## src/shared/acs_pkg.sv

```systemverilog
// Constants, register map and carrier types of the converter calibration sequencer
package acs_pkg;

    // ------------------------------------------------------------
    // Converter structure
    // ------------------------------------------------------------
    localparam int         SMP_W     = 12;        // Bits per bank sample
    localparam int         NUM_CORES = 3;         // Two active cores and one spare
    localparam logic [SMP_W-1:0] MIDCODE = 12'h000; // Two's-complement midcode
    localparam logic [1:0] CORE_A    = 2'h0;
    localparam logic [1:0] CORE_B    = 2'h1;
    localparam logic [1:0] CORE_C    = 2'h2;

    // ------------------------------------------------------------
    // Register map, byte offsets
    // ------------------------------------------------------------
    localparam int         ADDR_W      = 6;
    localparam logic [5:0] OFS_CTRL    = 6'h00;
    localparam logic [5:0] OFS_TRIG    = 6'h04;
    localparam logic [5:0] OFS_DELAY   = 6'h08;
    localparam logic [5:0] OFS_STATUS  = 6'h0c;
    localparam logic [5:0] OFS_TRIM0   = 6'h10;   // Four trims at 0x10..0x1c
    localparam int         NUM_TRIMS   = 4;
    localparam logic [8:0] CTRL_RST    = 9'h001;  // Calibration enabled only
    localparam logic [7:0] SLEEP_RST   = 8'h10;
    localparam logic [7:0] WAKE_RST    = 8'h04;
    localparam int         SOFT_TRIG_BIT = 0;
    localparam int         DLY_SHIFT   = 8;       // One delay step is 256 cycles
    localparam int         CNT_W       = 16;
    localparam int         TRIG_SYNC   = 3;

    // Factory trim defaults, arbitrary neutral values
    localparam logic [NUM_TRIMS*SMP_W-1:0] TRIM_DEFAULT = 48'h800_800_800_800;

    // ------------------------------------------------------------
    // Carrier types
    // ------------------------------------------------------------
    typedef struct packed {
        logic single_input_sel;          // 0: input A, 1: input B
        logic single_channel;
        logic bg_offset_cal_enable;
        logic fg_offset_cal_enable;
        logic low_power_switch_select;   // 0: automatic, 1: user paced
        logic low_power_bg_enable;
        logic background_cal_enable;
        logic cal_trigger_source_select; // 1: pin, 0: software bit
        logic cal_enable;
    } acs_ctrl_t;

    typedef struct packed {
        logic [7:0] spare_wake_settle_delay;
        logic [7:0] spare_sleep_delay;
    } acs_delay_t;

    // One core sample: two interleaved banks
    typedef struct packed {
        logic [SMP_W-1:0] bank1;
        logic [SMP_W-1:0] bank0;
    } acs_core_smp_t;

    typedef enum logic [6:0] {
        ST_IDLE     = 7'b0000001,
        ST_FG_CAL   = 7'b0000010,
        ST_FG_OFS   = 7'b0000100,
        ST_BG_SLEEP = 7'b0001000,
        ST_BG_WAKE  = 7'b0010000,
        ST_BG_CAL   = 7'b0100000,
        ST_BG_SWAP  = 7'b1000000
    } acs_state_t;

endpackage

```

## src/hw/acs_sequencer.sv

```systemverilog
// Calibration sequencer for a three-core, six-bank interleaved converter
`timescale 1ns/100ps
// Overview of operation
// - Foreground calibration forces outputs to midcode
// - Background mode keeps converting through calibration
// - Six banks, three cores, two-way interleaved
// - Dual: A samples A, B samples B
// - Spare core periodically replaces cores A, B
// - Each pass trims linearity, gain, offset
// - Power-up foreground calibration; host waits
// - Trigger pin or soft bit for foreground; soft bit only for background
// - Background rotation: spare replaces, displaced calibrates
// - Low-power mode keeps offline cores powered down
// - Sleep delay paces automatic low-power switching
// - Wake delay lets woken core settle
// - Switch-select picks automatic or user-paced switching
// - Input-buffer offset calibration is separate step
// - Foreground offset correction runs exactly once
// - Background offset correction runs continuously
// - Offset result written into trims; writes blocked
// - Trims hold factory defaults, readable and writable
module acs_sequencer (
    input  wire logic                       sys_clk_in,
    input  wire logic                       rst_in,
    // Avalon-MM slave
    input  wire logic [acs_pkg::ADDR_W-1:0] avs_address,
    input  wire logic                       avs_read,
    input  wire logic                       avs_write,
    input  wire logic [31:0]                avs_writedata,
    output logic [31:0]                     avs_readdata,
    output logic                            avs_waitrequest,
    // Trigger pin
    input  wire logic                       cal_trigger_pin_in,
    // Per-core bank samples and analog calibration engine
    input  acs_pkg::acs_core_smp_t          core_data_in [acs_pkg::NUM_CORES],
    input  wire logic [2:0]                 cal_done_in,
    input  wire logic                       ofs_done_in,
    input  wire logic [4*acs_pkg::SMP_W-1:0] ofs_trim_in,
    // Converter control
    output logic [2:0]                      cal_req_out,
    output logic [2:0]                      core_power_out,
    output logic [2:0]                      core_input_sel_out,
    output logic                            ofs_req_out,
    output logic [4*acs_pkg::SMP_W-1:0]     input_offset_trim_out,
    output logic                            foreground_cal_done_out,
    // Converted output samples
    output acs_pkg::acs_core_smp_t          sample_a_out,
    output acs_pkg::acs_core_smp_t          sample_b_out
);

    // ------------------------------------------------------------
    // Declarations
    // ------------------------------------------------------------
    acs_pkg::acs_ctrl_t                ctrl;
    acs_pkg::acs_delay_t               dly;
    acs_pkg::acs_state_t               state;
    acs_pkg::acs_state_t               next_state;
    logic [acs_pkg::SMP_W-1:0]         trim [acs_pkg::NUM_TRIMS];
    logic [acs_pkg::TRIG_SYNC-1:0]     pin_sync;
    logic [2:0]                        done_meta;
    logic [2:0]                        done_s;
    logic [2:0]                        ofs_sync;
    logic                              soft_trig;
    logic                              trig_evt;
    logic                              ofs_evt;
    logic                              bus_acc;
    logic                              wr_acc;
    logic [1:0]                        slot_core [2];
    logic [1:0]                        spare;
    logic                              rot_slot;
    logic [acs_pkg::CNT_W-1:0]         cnt;
    logic [acs_pkg::CNT_W-1:0]         sleep_cyc;
    logic [acs_pkg::CNT_W-1:0]         wake_cyc;
    logic                              ofs_busy;
    logic                              fg_active;
    logic                              bg_active;
    logic [31:0]                       next_rdata;

    // ------------------------------------------------------------
    // Input synchronisers
    // ------------------------------------------------------------
    // Pin, engine done lines, offset done; third stage only for edges
    always_ff @(posedge sys_clk_in) begin
        if (rst_in) begin
            pin_sync  <= '0;
            done_meta <= '0;
            done_s    <= '0;
            ofs_sync  <= '0;
        end else begin
            pin_sync  <= {pin_sync[1:0], cal_trigger_pin_in};
            done_meta <= cal_done_in;
            done_s    <= done_meta;
            ofs_sync  <= {ofs_sync[1:0], ofs_done_in};
        end
    end

    // Trigger source choice: pin rising edge or soft bit write
    assign trig_evt = ctrl.cal_trigger_source_select ?
                      (pin_sync[1] & ~pin_sync[2]) : soft_trig;
    assign ofs_evt  = ofs_sync[1] & ~ofs_sync[2];

    // ------------------------------------------------------------
    // Avalon-MM slave
    // ------------------------------------------------------------
    // Each access waits one cycle, then completes
    assign bus_acc = (avs_read | avs_write) & avs_waitrequest;
    assign wr_acc  = avs_write & ~avs_waitrequest;

    always_ff @(posedge sys_clk_in) begin
        if (rst_in) begin
            avs_waitrequest <= 1'b1;
        end else begin
            avs_waitrequest <= ~bus_acc;
        end
    end

    // Read mux, unmapped addresses read zero
    always_comb begin
        next_rdata = '0;
        case (avs_address)
            acs_pkg::OFS_CTRL:   next_rdata[8:0]  = ctrl;
            acs_pkg::OFS_DELAY:  next_rdata[15:0] = dly;
            acs_pkg::OFS_STATUS: next_rdata[14:0] = {rot_slot, slot_core[1],
                                     slot_core[0], spare, state,
                                     foreground_cal_done_out};
            default: begin
                for (int i = 0; i < acs_pkg::NUM_TRIMS; i++) begin
                    if (avs_address == acs_pkg::OFS_TRIM0 + 6'(4 * i)) begin
                        next_rdata[acs_pkg::SMP_W-1:0] = trim[i];
                    end
                end
            end
        endcase
    end

    always_ff @(posedge sys_clk_in) begin
        if (rst_in) begin
            avs_readdata <= '0;
        end else if (bus_acc && avs_read) begin
            avs_readdata <= next_rdata;
        end
    end

    // Control and delay registers
    always_ff @(posedge sys_clk_in) begin
        if (rst_in) begin
            ctrl <= acs_pkg::CTRL_RST;
            dly  <= {acs_pkg::WAKE_RST, acs_pkg::SLEEP_RST};
        end else if (wr_acc) begin
            if (avs_address == acs_pkg::OFS_CTRL) begin
                ctrl <= avs_writedata[8:0];
            end
            if (avs_address == acs_pkg::OFS_DELAY) begin
                dly <= avs_writedata[15:0];
            end
        end
    end

    // Self-clearing software trigger, honoured only when enabled
    always_ff @(posedge sys_clk_in) begin
        if (rst_in) begin
            soft_trig <= 1'b0;
        end else begin
            soft_trig <= wr_acc && avs_address == acs_pkg::OFS_TRIG &&
                         avs_writedata[acs_pkg::SOFT_TRIG_BIT];
        end
    end

    // ------------------------------------------------------------
    // Offset trim registers
    // ------------------------------------------------------------
    assign ofs_busy = state == acs_pkg::ST_FG_OFS ||
                      (bg_active && ctrl.bg_offset_cal_enable);

    // Engine result wins; software writes dropped while offset cal runs
    always_ff @(posedge sys_clk_in) begin
        if (rst_in) begin
            for (int i = 0; i < acs_pkg::NUM_TRIMS; i++) begin
                trim[i] <= acs_pkg::TRIM_DEFAULT[i*acs_pkg::SMP_W +: acs_pkg::SMP_W];
            end
        end else if (ofs_busy && ofs_evt) begin
            for (int i = 0; i < acs_pkg::NUM_TRIMS; i++) begin
                trim[i] <= ofs_trim_in[i*acs_pkg::SMP_W +: acs_pkg::SMP_W];
            end
        end else if (wr_acc && !ofs_busy) begin
            for (int i = 0; i < acs_pkg::NUM_TRIMS; i++) begin
                if (avs_address == acs_pkg::OFS_TRIM0 + 6'(4 * i)) begin
                    trim[i] <= avs_writedata[acs_pkg::SMP_W-1:0];
                end
            end
        end
    end

    always_ff @(posedge sys_clk_in) begin
        for (int i = 0; i < acs_pkg::NUM_TRIMS; i++) begin
            input_offset_trim_out[i*acs_pkg::SMP_W +: acs_pkg::SMP_W] <= trim[i];
        end
    end

    // ------------------------------------------------------------
    // Sequencer state machine
    // ------------------------------------------------------------
    assign fg_active = state == acs_pkg::ST_FG_CAL || state == acs_pkg::ST_FG_OFS;
    assign bg_active = !fg_active && state != acs_pkg::ST_IDLE;
    assign sleep_cyc = acs_pkg::CNT_W'({dly.spare_sleep_delay, 8'h00});
    assign wake_cyc  = acs_pkg::CNT_W'({dly.spare_wake_settle_delay, 8'h00});

    always_comb begin
        next_state = state;
        case (state)
            acs_pkg::ST_IDLE: begin
                if (trig_evt && ctrl.cal_enable && done_s == 3'b000) begin
                    if (ctrl.background_cal_enable && !ctrl.cal_trigger_source_select) begin
                        next_state = acs_pkg::ST_BG_CAL;
                    end else if (!ctrl.background_cal_enable) begin
                        next_state = acs_pkg::ST_FG_CAL;
                    end
                end
            end
            acs_pkg::ST_FG_CAL: begin
                if (done_s == 3'b111) begin
                    next_state = ctrl.fg_offset_cal_enable ?
                                 acs_pkg::ST_FG_OFS : acs_pkg::ST_IDLE;
                end
            end
            acs_pkg::ST_FG_OFS: begin
                if (ofs_evt) begin
                    next_state = acs_pkg::ST_IDLE;
                end
            end
            acs_pkg::ST_BG_CAL: begin
                if (done_s[spare]) begin
                    next_state = acs_pkg::ST_BG_SWAP;
                end
            end
            acs_pkg::ST_BG_SWAP: begin
                if (!ctrl.background_cal_enable) begin
                    next_state = acs_pkg::ST_IDLE;
                end else if (ctrl.low_power_bg_enable) begin
                    next_state = acs_pkg::ST_BG_SLEEP;
                end else if (!done_s[spare]) begin
                    next_state = acs_pkg::ST_BG_CAL;
                end
            end
            acs_pkg::ST_BG_SLEEP: begin
                if (!ctrl.background_cal_enable) begin
                    next_state = acs_pkg::ST_IDLE;
                end else if (ctrl.low_power_switch_select ? trig_evt
                                                           : cnt >= sleep_cyc) begin
                    next_state = acs_pkg::ST_BG_WAKE;
                end
            end
            acs_pkg::ST_BG_WAKE: begin
                if (cnt >= wake_cyc && !done_s[spare]) begin
                    next_state = acs_pkg::ST_BG_CAL;
                end
            end
            default: next_state = acs_pkg::ST_IDLE;
        endcase
    end

    // Reset enters foreground calibration at once
    always_ff @(posedge sys_clk_in) begin
        if (rst_in) begin
            state <= acs_pkg::ST_FG_CAL;
        end else begin
            state <= next_state;
        end
    end

    // Delay counter restarts on each state change
    always_ff @(posedge sys_clk_in) begin
        if (rst_in || next_state != state) begin
            cnt <= '0;
        end else if (cnt != '1) begin
            cnt <= cnt + 1'b1;
        end
    end

    // ------------------------------------------------------------
    // Core rotation
    // ------------------------------------------------------------
    // Calibrated spare takes the slot, displaced core becomes spare
    always_ff @(posedge sys_clk_in) begin
        if (rst_in) begin
            slot_core[0] <= acs_pkg::CORE_A;
            slot_core[1] <= acs_pkg::CORE_B;
            spare        <= acs_pkg::CORE_C;
            rot_slot     <= 1'b0;
        end else if (state == acs_pkg::ST_BG_CAL && next_state == acs_pkg::ST_BG_SWAP) begin
            slot_core[rot_slot] <= spare;
            spare               <= slot_core[rot_slot];
            rot_slot            <= ~rot_slot;
        end
    end

    // Done flag clears on foreground start, sets when foreground ends (after the offset step if enabled)
    always_ff @(posedge sys_clk_in) begin
        if (rst_in) begin
            foreground_cal_done_out <= 1'b0;
        end else if (fg_active && next_state == acs_pkg::ST_IDLE) begin
            foreground_cal_done_out <= 1'b1;
        end else if (next_state == acs_pkg::ST_FG_CAL) begin
            foreground_cal_done_out <= 1'b0;
        end
    end

    // ------------------------------------------------------------
    // Converter control outputs
    // ------------------------------------------------------------
    always_ff @(posedge sys_clk_in) begin
        if (rst_in) begin
            cal_req_out    <= '1;
            core_power_out <= '1;
            ofs_req_out    <= 1'b0;
        end else begin
            cal_req_out <= '0;
            if (next_state == acs_pkg::ST_FG_CAL) begin
                cal_req_out <= 3'b111;
            end else if (next_state == acs_pkg::ST_BG_CAL) begin
                cal_req_out[spare] <= 1'b1;
            end
            core_power_out <= '1;
            if (next_state == acs_pkg::ST_BG_SLEEP) begin
                core_power_out[spare] <= 1'b0;
            end
            ofs_req_out <= next_state == acs_pkg::ST_FG_OFS ||
                           (next_state != acs_pkg::ST_IDLE && !fg_active &&
                            next_state != acs_pkg::ST_FG_CAL &&
                            ctrl.bg_offset_cal_enable);
        end
    end

    // Input select per core, dual or single channel
    always_ff @(posedge sys_clk_in) begin
        if (rst_in) begin
            core_input_sel_out <= '0;
        end else begin
            for (int c = 0; c < acs_pkg::NUM_CORES; c++) begin
                core_input_sel_out[c] <= ctrl.single_channel ? ctrl.single_input_sel
                                       : (slot_core[1] == 2'(c));
            end
        end
    end

    // ------------------------------------------------------------
    // Output samples
    // ------------------------------------------------------------
    // Two banks per core pass through together; midcode in foreground
    always_ff @(posedge sys_clk_in) begin
        if (rst_in || fg_active) begin
            sample_a_out <= {acs_pkg::MIDCODE, acs_pkg::MIDCODE};
            sample_b_out <= {acs_pkg::MIDCODE, acs_pkg::MIDCODE};
        end else begin
            sample_a_out <= core_data_in[slot_core[0]];
            sample_b_out <= core_data_in[slot_core[1]];
        end
    end

endmodule // acs_sequencer

```

## config.mk

```make
export PLATFORM = sky130hd
export DESIGN_NAME = acs_sequencer
export DESIGN_NICKNAME = d
export VERILOG_FILES = /design/src/shared/acs_pkg.sv /design/src/hw/acs_sequencer.sv
export SDC_FILE = /design/constraint.sdc
export NUM_CORES = 1
export LEC_CHECK = 0
export BUFFER_PORTS_ARGS = -buffer_cell sky130_fd_sc_hd__buf_2
export CAP_MARGIN = 20
export CORE_ASPECT_RATIO = 0.9
export CORE_MARGIN = 2
export CORE_UTILIZATION = 56
export DETAILED_ROUTE_END_ITERATION = 6
export PLACE_DENSITY = 0.84
export SLEW_MARGIN = 20
export SYNTH_ARGS = -nofsm -noshare
export SYNTH_HDL_FRONTEND = slang
export SYNTH_SLANG_ARGS = --single-unit
```

## constraint.sdc

```tcl
create_clock -name sys_clk_in -period 6.85 [get_ports sys_clk_in]
set_input_delay 1.37 -clock sys_clk_in [delete_from_list [all_inputs] [get_ports sys_clk_in]]
set_output_delay 1.37 -clock sys_clk_in [all_outputs]
set_load 0.005 [all_outputs]
```

# --- Word level (Yosys, flattened, before mapping) ---
# Memories as Yosys holds them, arrays and structs flattened. A register that Yosys moved wholly into a read port is not among the register bits.
# Cells that the tools add are included.
# W data, S select, Z words.
op_classes:
  n_eq_ne: 28
  magnitude_cmp: 6
  add_sub_neg: 1
  multipliers: 0
  bitwise: 22
  div_mod_pow: 0
  shifts: 0
  n_reduce_logical: 35
  mux: 79
op_table:
  columns: ["cell", "n"]
  rows:
  - ["$mux W12", 12]
  - ["$bmux W24 S2", 2]
  - ["$mux W24", 4]
  - ["$mux W7", 12]
  - ["$pmux W7 S7", 1]
  - ["$mux W1", 40]
  - ["$ge A16 B16 Y1", 2]
  - ["$pmux W9 S3", 1]
  - ["$eq A6 B5 Y1 const B", 4]
  - ["$logic_and A1 B1 Y1", 17]
  - ["$add A16 B1 Y16 const B", 1]
  - ["$ne A16 B16 Y1 const B", 1]
  - ["$eq A7 B1 Y1 const B", 2]
  - ["$eq A7 B2 Y1 const B", 2]
  - ["$eq A7 B3 Y1 const B", 2]
  - ["$eq A7 B4 Y1 const B", 2]
  - ["$eq A7 B6 Y1 const B", 2]
  - ["$eq A7 B7 Y1 const B", 2]
  - ["$ne A7 B1 Y1 const B", 2]
  - ["$eq A6 B4 Y1 const B", 2]
  - ["$or A1 B1 Y1", 9]
  - ["$pmux W3 S3", 1]
  - ["$eq A7 B5 Y1 const B", 1]
  - ["$ne A7 B2 Y1 const B", 1]
  - ["25 further kinds", 46]
word_totals:
  memories: 2
  latchBits: 0
  mem_bits_rw: 52
  ff_bits: 186
  rom_bits: 0
  out_inout_bits: 140
  wordCells: 204
memory_table:
  columns: ["name", "depth", "word_bits", "rd", "rd_ports_with_merged_regs", "wr", "line", "text"]
  rows:
  - ["trim", 4, 12, 4, 0, 4, "acs_sequencer.sv:58", "logic [acs_pkg::SMP_W-1:0] trim [acs_pkg::NUM_TRIMS];"]
  - ["slot_core", 2, 2, 3, 1, 2, "acs_sequencer.sv:68", "logic [1:0] slot_core [2];"]

# --- Longest topological paths before layout ---
logic_depth:
  ltp_word: 14
  mapped_depth: 10
  depth_no_buf: 9

# --- Least setup slack after synthesis ---
# No wires, ideal clock.
synth_path:
  kind: "input -> register"
  start: "in avs_address[5] (netlist name)"
  end: "mem trim[2][0] (netlist name) (enable)"
  path_stages: 5
  setup_ns: 0.400
  t_arrival_ns: 3.070
  path_buffers: 0
  slack_ns: 3.380
  path_cell_list: "nor3_1 > and2_1 > nor2b_1 > inv_1 > o31ai_1"
synth_rtl:
  columns: ["element", "line", "text"]
  rows:
  - ["from (decl)", "acs_sequencer.sv:26", "input wire logic [acs_pkg::ADDR_W-1:0] avs_address,"]
  - ["to (decl)", "acs_sequencer.sv:58", null]

==> reports/qor.csv <==
stage,metric,value,unit
status,status,"complete, no violations",
synthesis,synth_ff_type,dfxtp_1,
power_and_ir_drop,vdd_drop_max,0.0001602,V
drt,num_vias,9206,
sta,setup_ws,3.020,ns
floorplanning,start_util,57.56,%
synthesis,synth_warnings,0,
sta,max_freq,0.2611,GHz
synthesis,async_flop_share,0,%
synthesis,synth_area,10240,µm²
global_route,first_global_vias,8696,
clock_network,postCtsHoldBufs,0,
min_path,hp-class,reg2reg,
clock_network,ctsResizeCount,0,
global_route,gr-total-overflow,0,
worst_setup_path,cp-startpoint,avs_address[5],
worst_setup_path,reg2reg_depth,8,
power_and_ir_drop,p_per_area,247.2,nW/µm²
final_layout,final_net_count,1485,
worst_setup_path,rrSetupSlack,3.19,ns
worst_setup_path,slowest_delay,0.68,ns
worst_setup_path,critPathCapture,trim[1][11],
drt,drt-pass1-iter-count,7,
placed_design,dp_hpwl,22130,µm
drt,drt-wirelength-per-cell,19.82,µm
clock_network,htreeDepth,1,
placed_design,place_area,11670,µm²
worst_setup_path,arrival,4.07,ns
floorplanning,ioPinCount,307,
sta,tightest_slew,1.158,ns
worst_setup_path,crit_path_cell_trace,buf_2 > nor3_1 > and2_1 > nor2b_1 > and3_1 > or2_1 > o211ai_1,
synthesis,yosysSeqAreaShare,52.02,%
synthesis,syn_avg_cell_area,9.658,µm²
synthesis,synth_edf_count,52,
synthesis,synth_top_cell_by_area,dfxtp_1,
run,cap_violations,0,
sta,rsz0062_at_grt,no,
worst_setup_path,critical_path_class,in2reg,
clock_network,cts_buffer_depth,3,
worst_setup_path,start_kind,input pin,
final_layout,fillers,1316,
worst_setup_path,crit_fanout,14,
sta,slew_viol_final,0,
clock_network,cts_sinks,240,
worst_setup_path,crit_cells,7,
global_route,grt_pass1_wl,47180,µm
sta,hold_viol,0,
sta,min_period_over_period,55.92,%
clock_network,root_buffer,clkbuf_16,
synthesis,netlist.area_leader.share,36.76,%
drt,drt_iter0_drc,886,
clock_network,post-cts-setup-buffers,0,
global_route,antenna_found_initial,1,
global_route,track_usage,30.56,%
clock_network,tritoncts,done,
floorplanning,dieArea,19380,µm²
sta,setup_viol,0,
global_route,grt_max_degree,49,
power_and_ir_drop,leakagePower,5.481,nW
placed_design,finalWeightedCongestion,0.9009,
sta,fin_crit,3.830,ns
drt,vias_per_cell,5.905,
clock_network,path_clk_slew,0.06,ns
floorplanning,die_h,132.3,µm
synthesis,ys_types,64,
floorplanning,core,17780,µm²
clock_network,insertion_delay,0.52,ns
synthesis,synth_seq_cells,240,
sta,tns,0,ns
placed_design,io_buffers,274,
worst_setup_path,critical_path_buf_inv_count,1,
drt,ant_nets,0,
synthesis,synthTopCellsByArea,"dfxtp_1 (37%), edfxtp_1 (15%), nor2_1 (5.3%)",
worst_setup_path,cpMaxStageDelayCell,and3_1,
final_layout,drive_above_1_share,25.72,%
final_layout,areaGrowthSynthToFinish,21.57,%
worst_setup_path,cp_top_family,simple AND/OR/NAND/NOR gates,
final_layout,stdcell_area,12450,µm²
sta,final.setup_skew,0.01294,ns
drt,routed_wl,30910,µm
synthesis,synthCells,1060,
clock_network,cts_buffers,24,
worst_setup_path,timing.rr.end,trim[1][11],
drt,drcViolationCount,0,
worst_setup_path,critPathCaptureType,register,
worst_setup_path,timing.rr.start,state[3],
floorplanning,num_rows,46,
floorplanning,fp.dieW,146.5,µm
sta,max_slew_margin,22.52,%
worst_setup_path,crit_required,7.09,ns
placed_design,dp_slack,2.639,ns
[area by class of cell]
type | instances | area, µm² | share of cell area (%)
Tap cell | 240 | 300.3 | 2.413
Timing Repair Buffer | 286 | 1461 | 11.74
Antenna cell | 1 | 2.502 | 0.02011
Inverter | 30 | 112.6 | 0.9048
Clock inverter | 11 | 107.6 | 0.8646
Sequential cell | 240 | 5325 | 42.79
Multi-Input combinational cell | 718 | 4482 | 36.01
Clock buffer | 33 | 654.4 | 5.258
[cells in the final DEF, fill, tap and decap left out, types with 14 or more instances in the layout]
cell type / count
buf_2: 274
dfxtp_1: 188
nor2_1: 145
nand2_1: 103
a21oi_1: 77
mux2i_1: 52
edfxtp_1: 52
a31oi_1: 36
a22o_1: 34
nand3_1: 31
inv_1: 30
clkbuf_16: 24
nor2b_1: 22
a22oi_1: 22
ha_1: 18
o21ai_0: 16
conb_1: 16
nor3_1: 15
nand4_1: 14
[power breakdown]
part           leakage (nW)  total [W]  internal (W)  switching (W)
clock                 0.368    0.00128      0.000743       0.000537
combinational          3.05   0.000271      0.000114       0.000157
sequential             2.06    0.00153       0.00150      0.0000301
[metal layers]
metal  track usage, %  routed length [µm]  share of wire, %
met1            38.69               11850                38
met2            51.94               15080                49
met3            6.609                2936               9.5
met4            10.90                1040               3.4
met5                0                   0                 0
[logic make-up after synthesis]
kind of cell               synth area share, %
and+or+nand+nor                          17.38
AOI/OAI and AO/OA                        14.42
DFF                                      52.02
other                                  0.03663
buffers and inverters                    5.023
muxes                                    7.724
adders and majority gates                2.200
xor gates and xnor gates                 1.198
[worst register-to-register path: cells and delay by family, from the launching register on]
family	cells	cell delay [ns]
compound gates	3	0.55
simple gates	4	2.01
flops	1	0.47
buf+inv	1	0.35
[stage by stage]
stage / hold WS, ns / total power, W / util (%) / std cells
2_1_floorplan: 0.3427 / 0.001689 / - / 1075
3_3_place_gp: 0.3473 / 0.001813 / 65.61 / 1514
3_5_place_dp: 0.3523 / 0.001820 / 65.61 / 1514
4_1_cts: 0.3644 / 0.003077 / 69.90 / 1558
5_1_grt: 0.3753 / 0.003168 / 69.98 / 1559
6_report: 0.3658 / 0.003077 / 69.98 / 1559
[state kept, by name (all words and copies together) (netlist names), 2 cells and up]
name	flops
input_offset_trim_out	48
trim	48
sample_a_out	24
sample_b_out	24
avs_readdata	16
cnt	16
dly	16
ctrl	9
state	7
slot_core	4
cal_req_out	3
core_input_sel_out	3
core_power_out	3
done_meta	3
done_s	3
ofs_sync	3
pin_sync	3
spare	2
[synth_stat cells, types with 2 or more instances]
cell type,count
dfxtp_1,188
edfxtp_1,52
nor4_1,3
and2_1,4
nand4b_1,3
o41ai_1,2
and4_1,2
inv_1,30
xor2_1,10
nor3_1,17
nand2_1,103
buf_1,14
o211ai_1,7
a31oi_1,36
clkbuf_1,47
nor2_1,145
nand2b_1,9
mux2i_1,52
or3_1,5
a22oi_1,22
o31ai_1,3
and3_1,7
nor2b_1,22
mux4_2,12
a211oi_1,4
a311oi_1,3
a2bb2oi_1,2
nand4_1,14
nor4b_1,4
a221oi_1,3
a22o_1,34
o21ai_0,17
ha_1,18
buf_4,17
buf_2,9
nand3b_1,3
xnor2_1,4
a21oi_1,77
nand3_1,31
[how the worst min path moves through the flow]
stage / from / depth (start not counted) / endpoint / slack [ns]
5_1_grt: trim[2][3] / 0 / input_offset_trim_out[27] / 0.38
3_3_place_gp: trim[2][3] / 0 / input_offset_trim_out[27] / 0.35
6_report: trim[0][5] / 0 / input_offset_trim_out[5] / 0.37
4_1_cts: trim[0][5] / 0 / input_offset_trim_out[5] / 0.36
3_5_place_dp: trim[3][1] / 0 / input_offset_trim_out[37] / 0.35
2_1_floorplan: trim[2][0] / 0 / input_offset_trim_out[24] / 0.34
(Power assumes the default switching activity.)
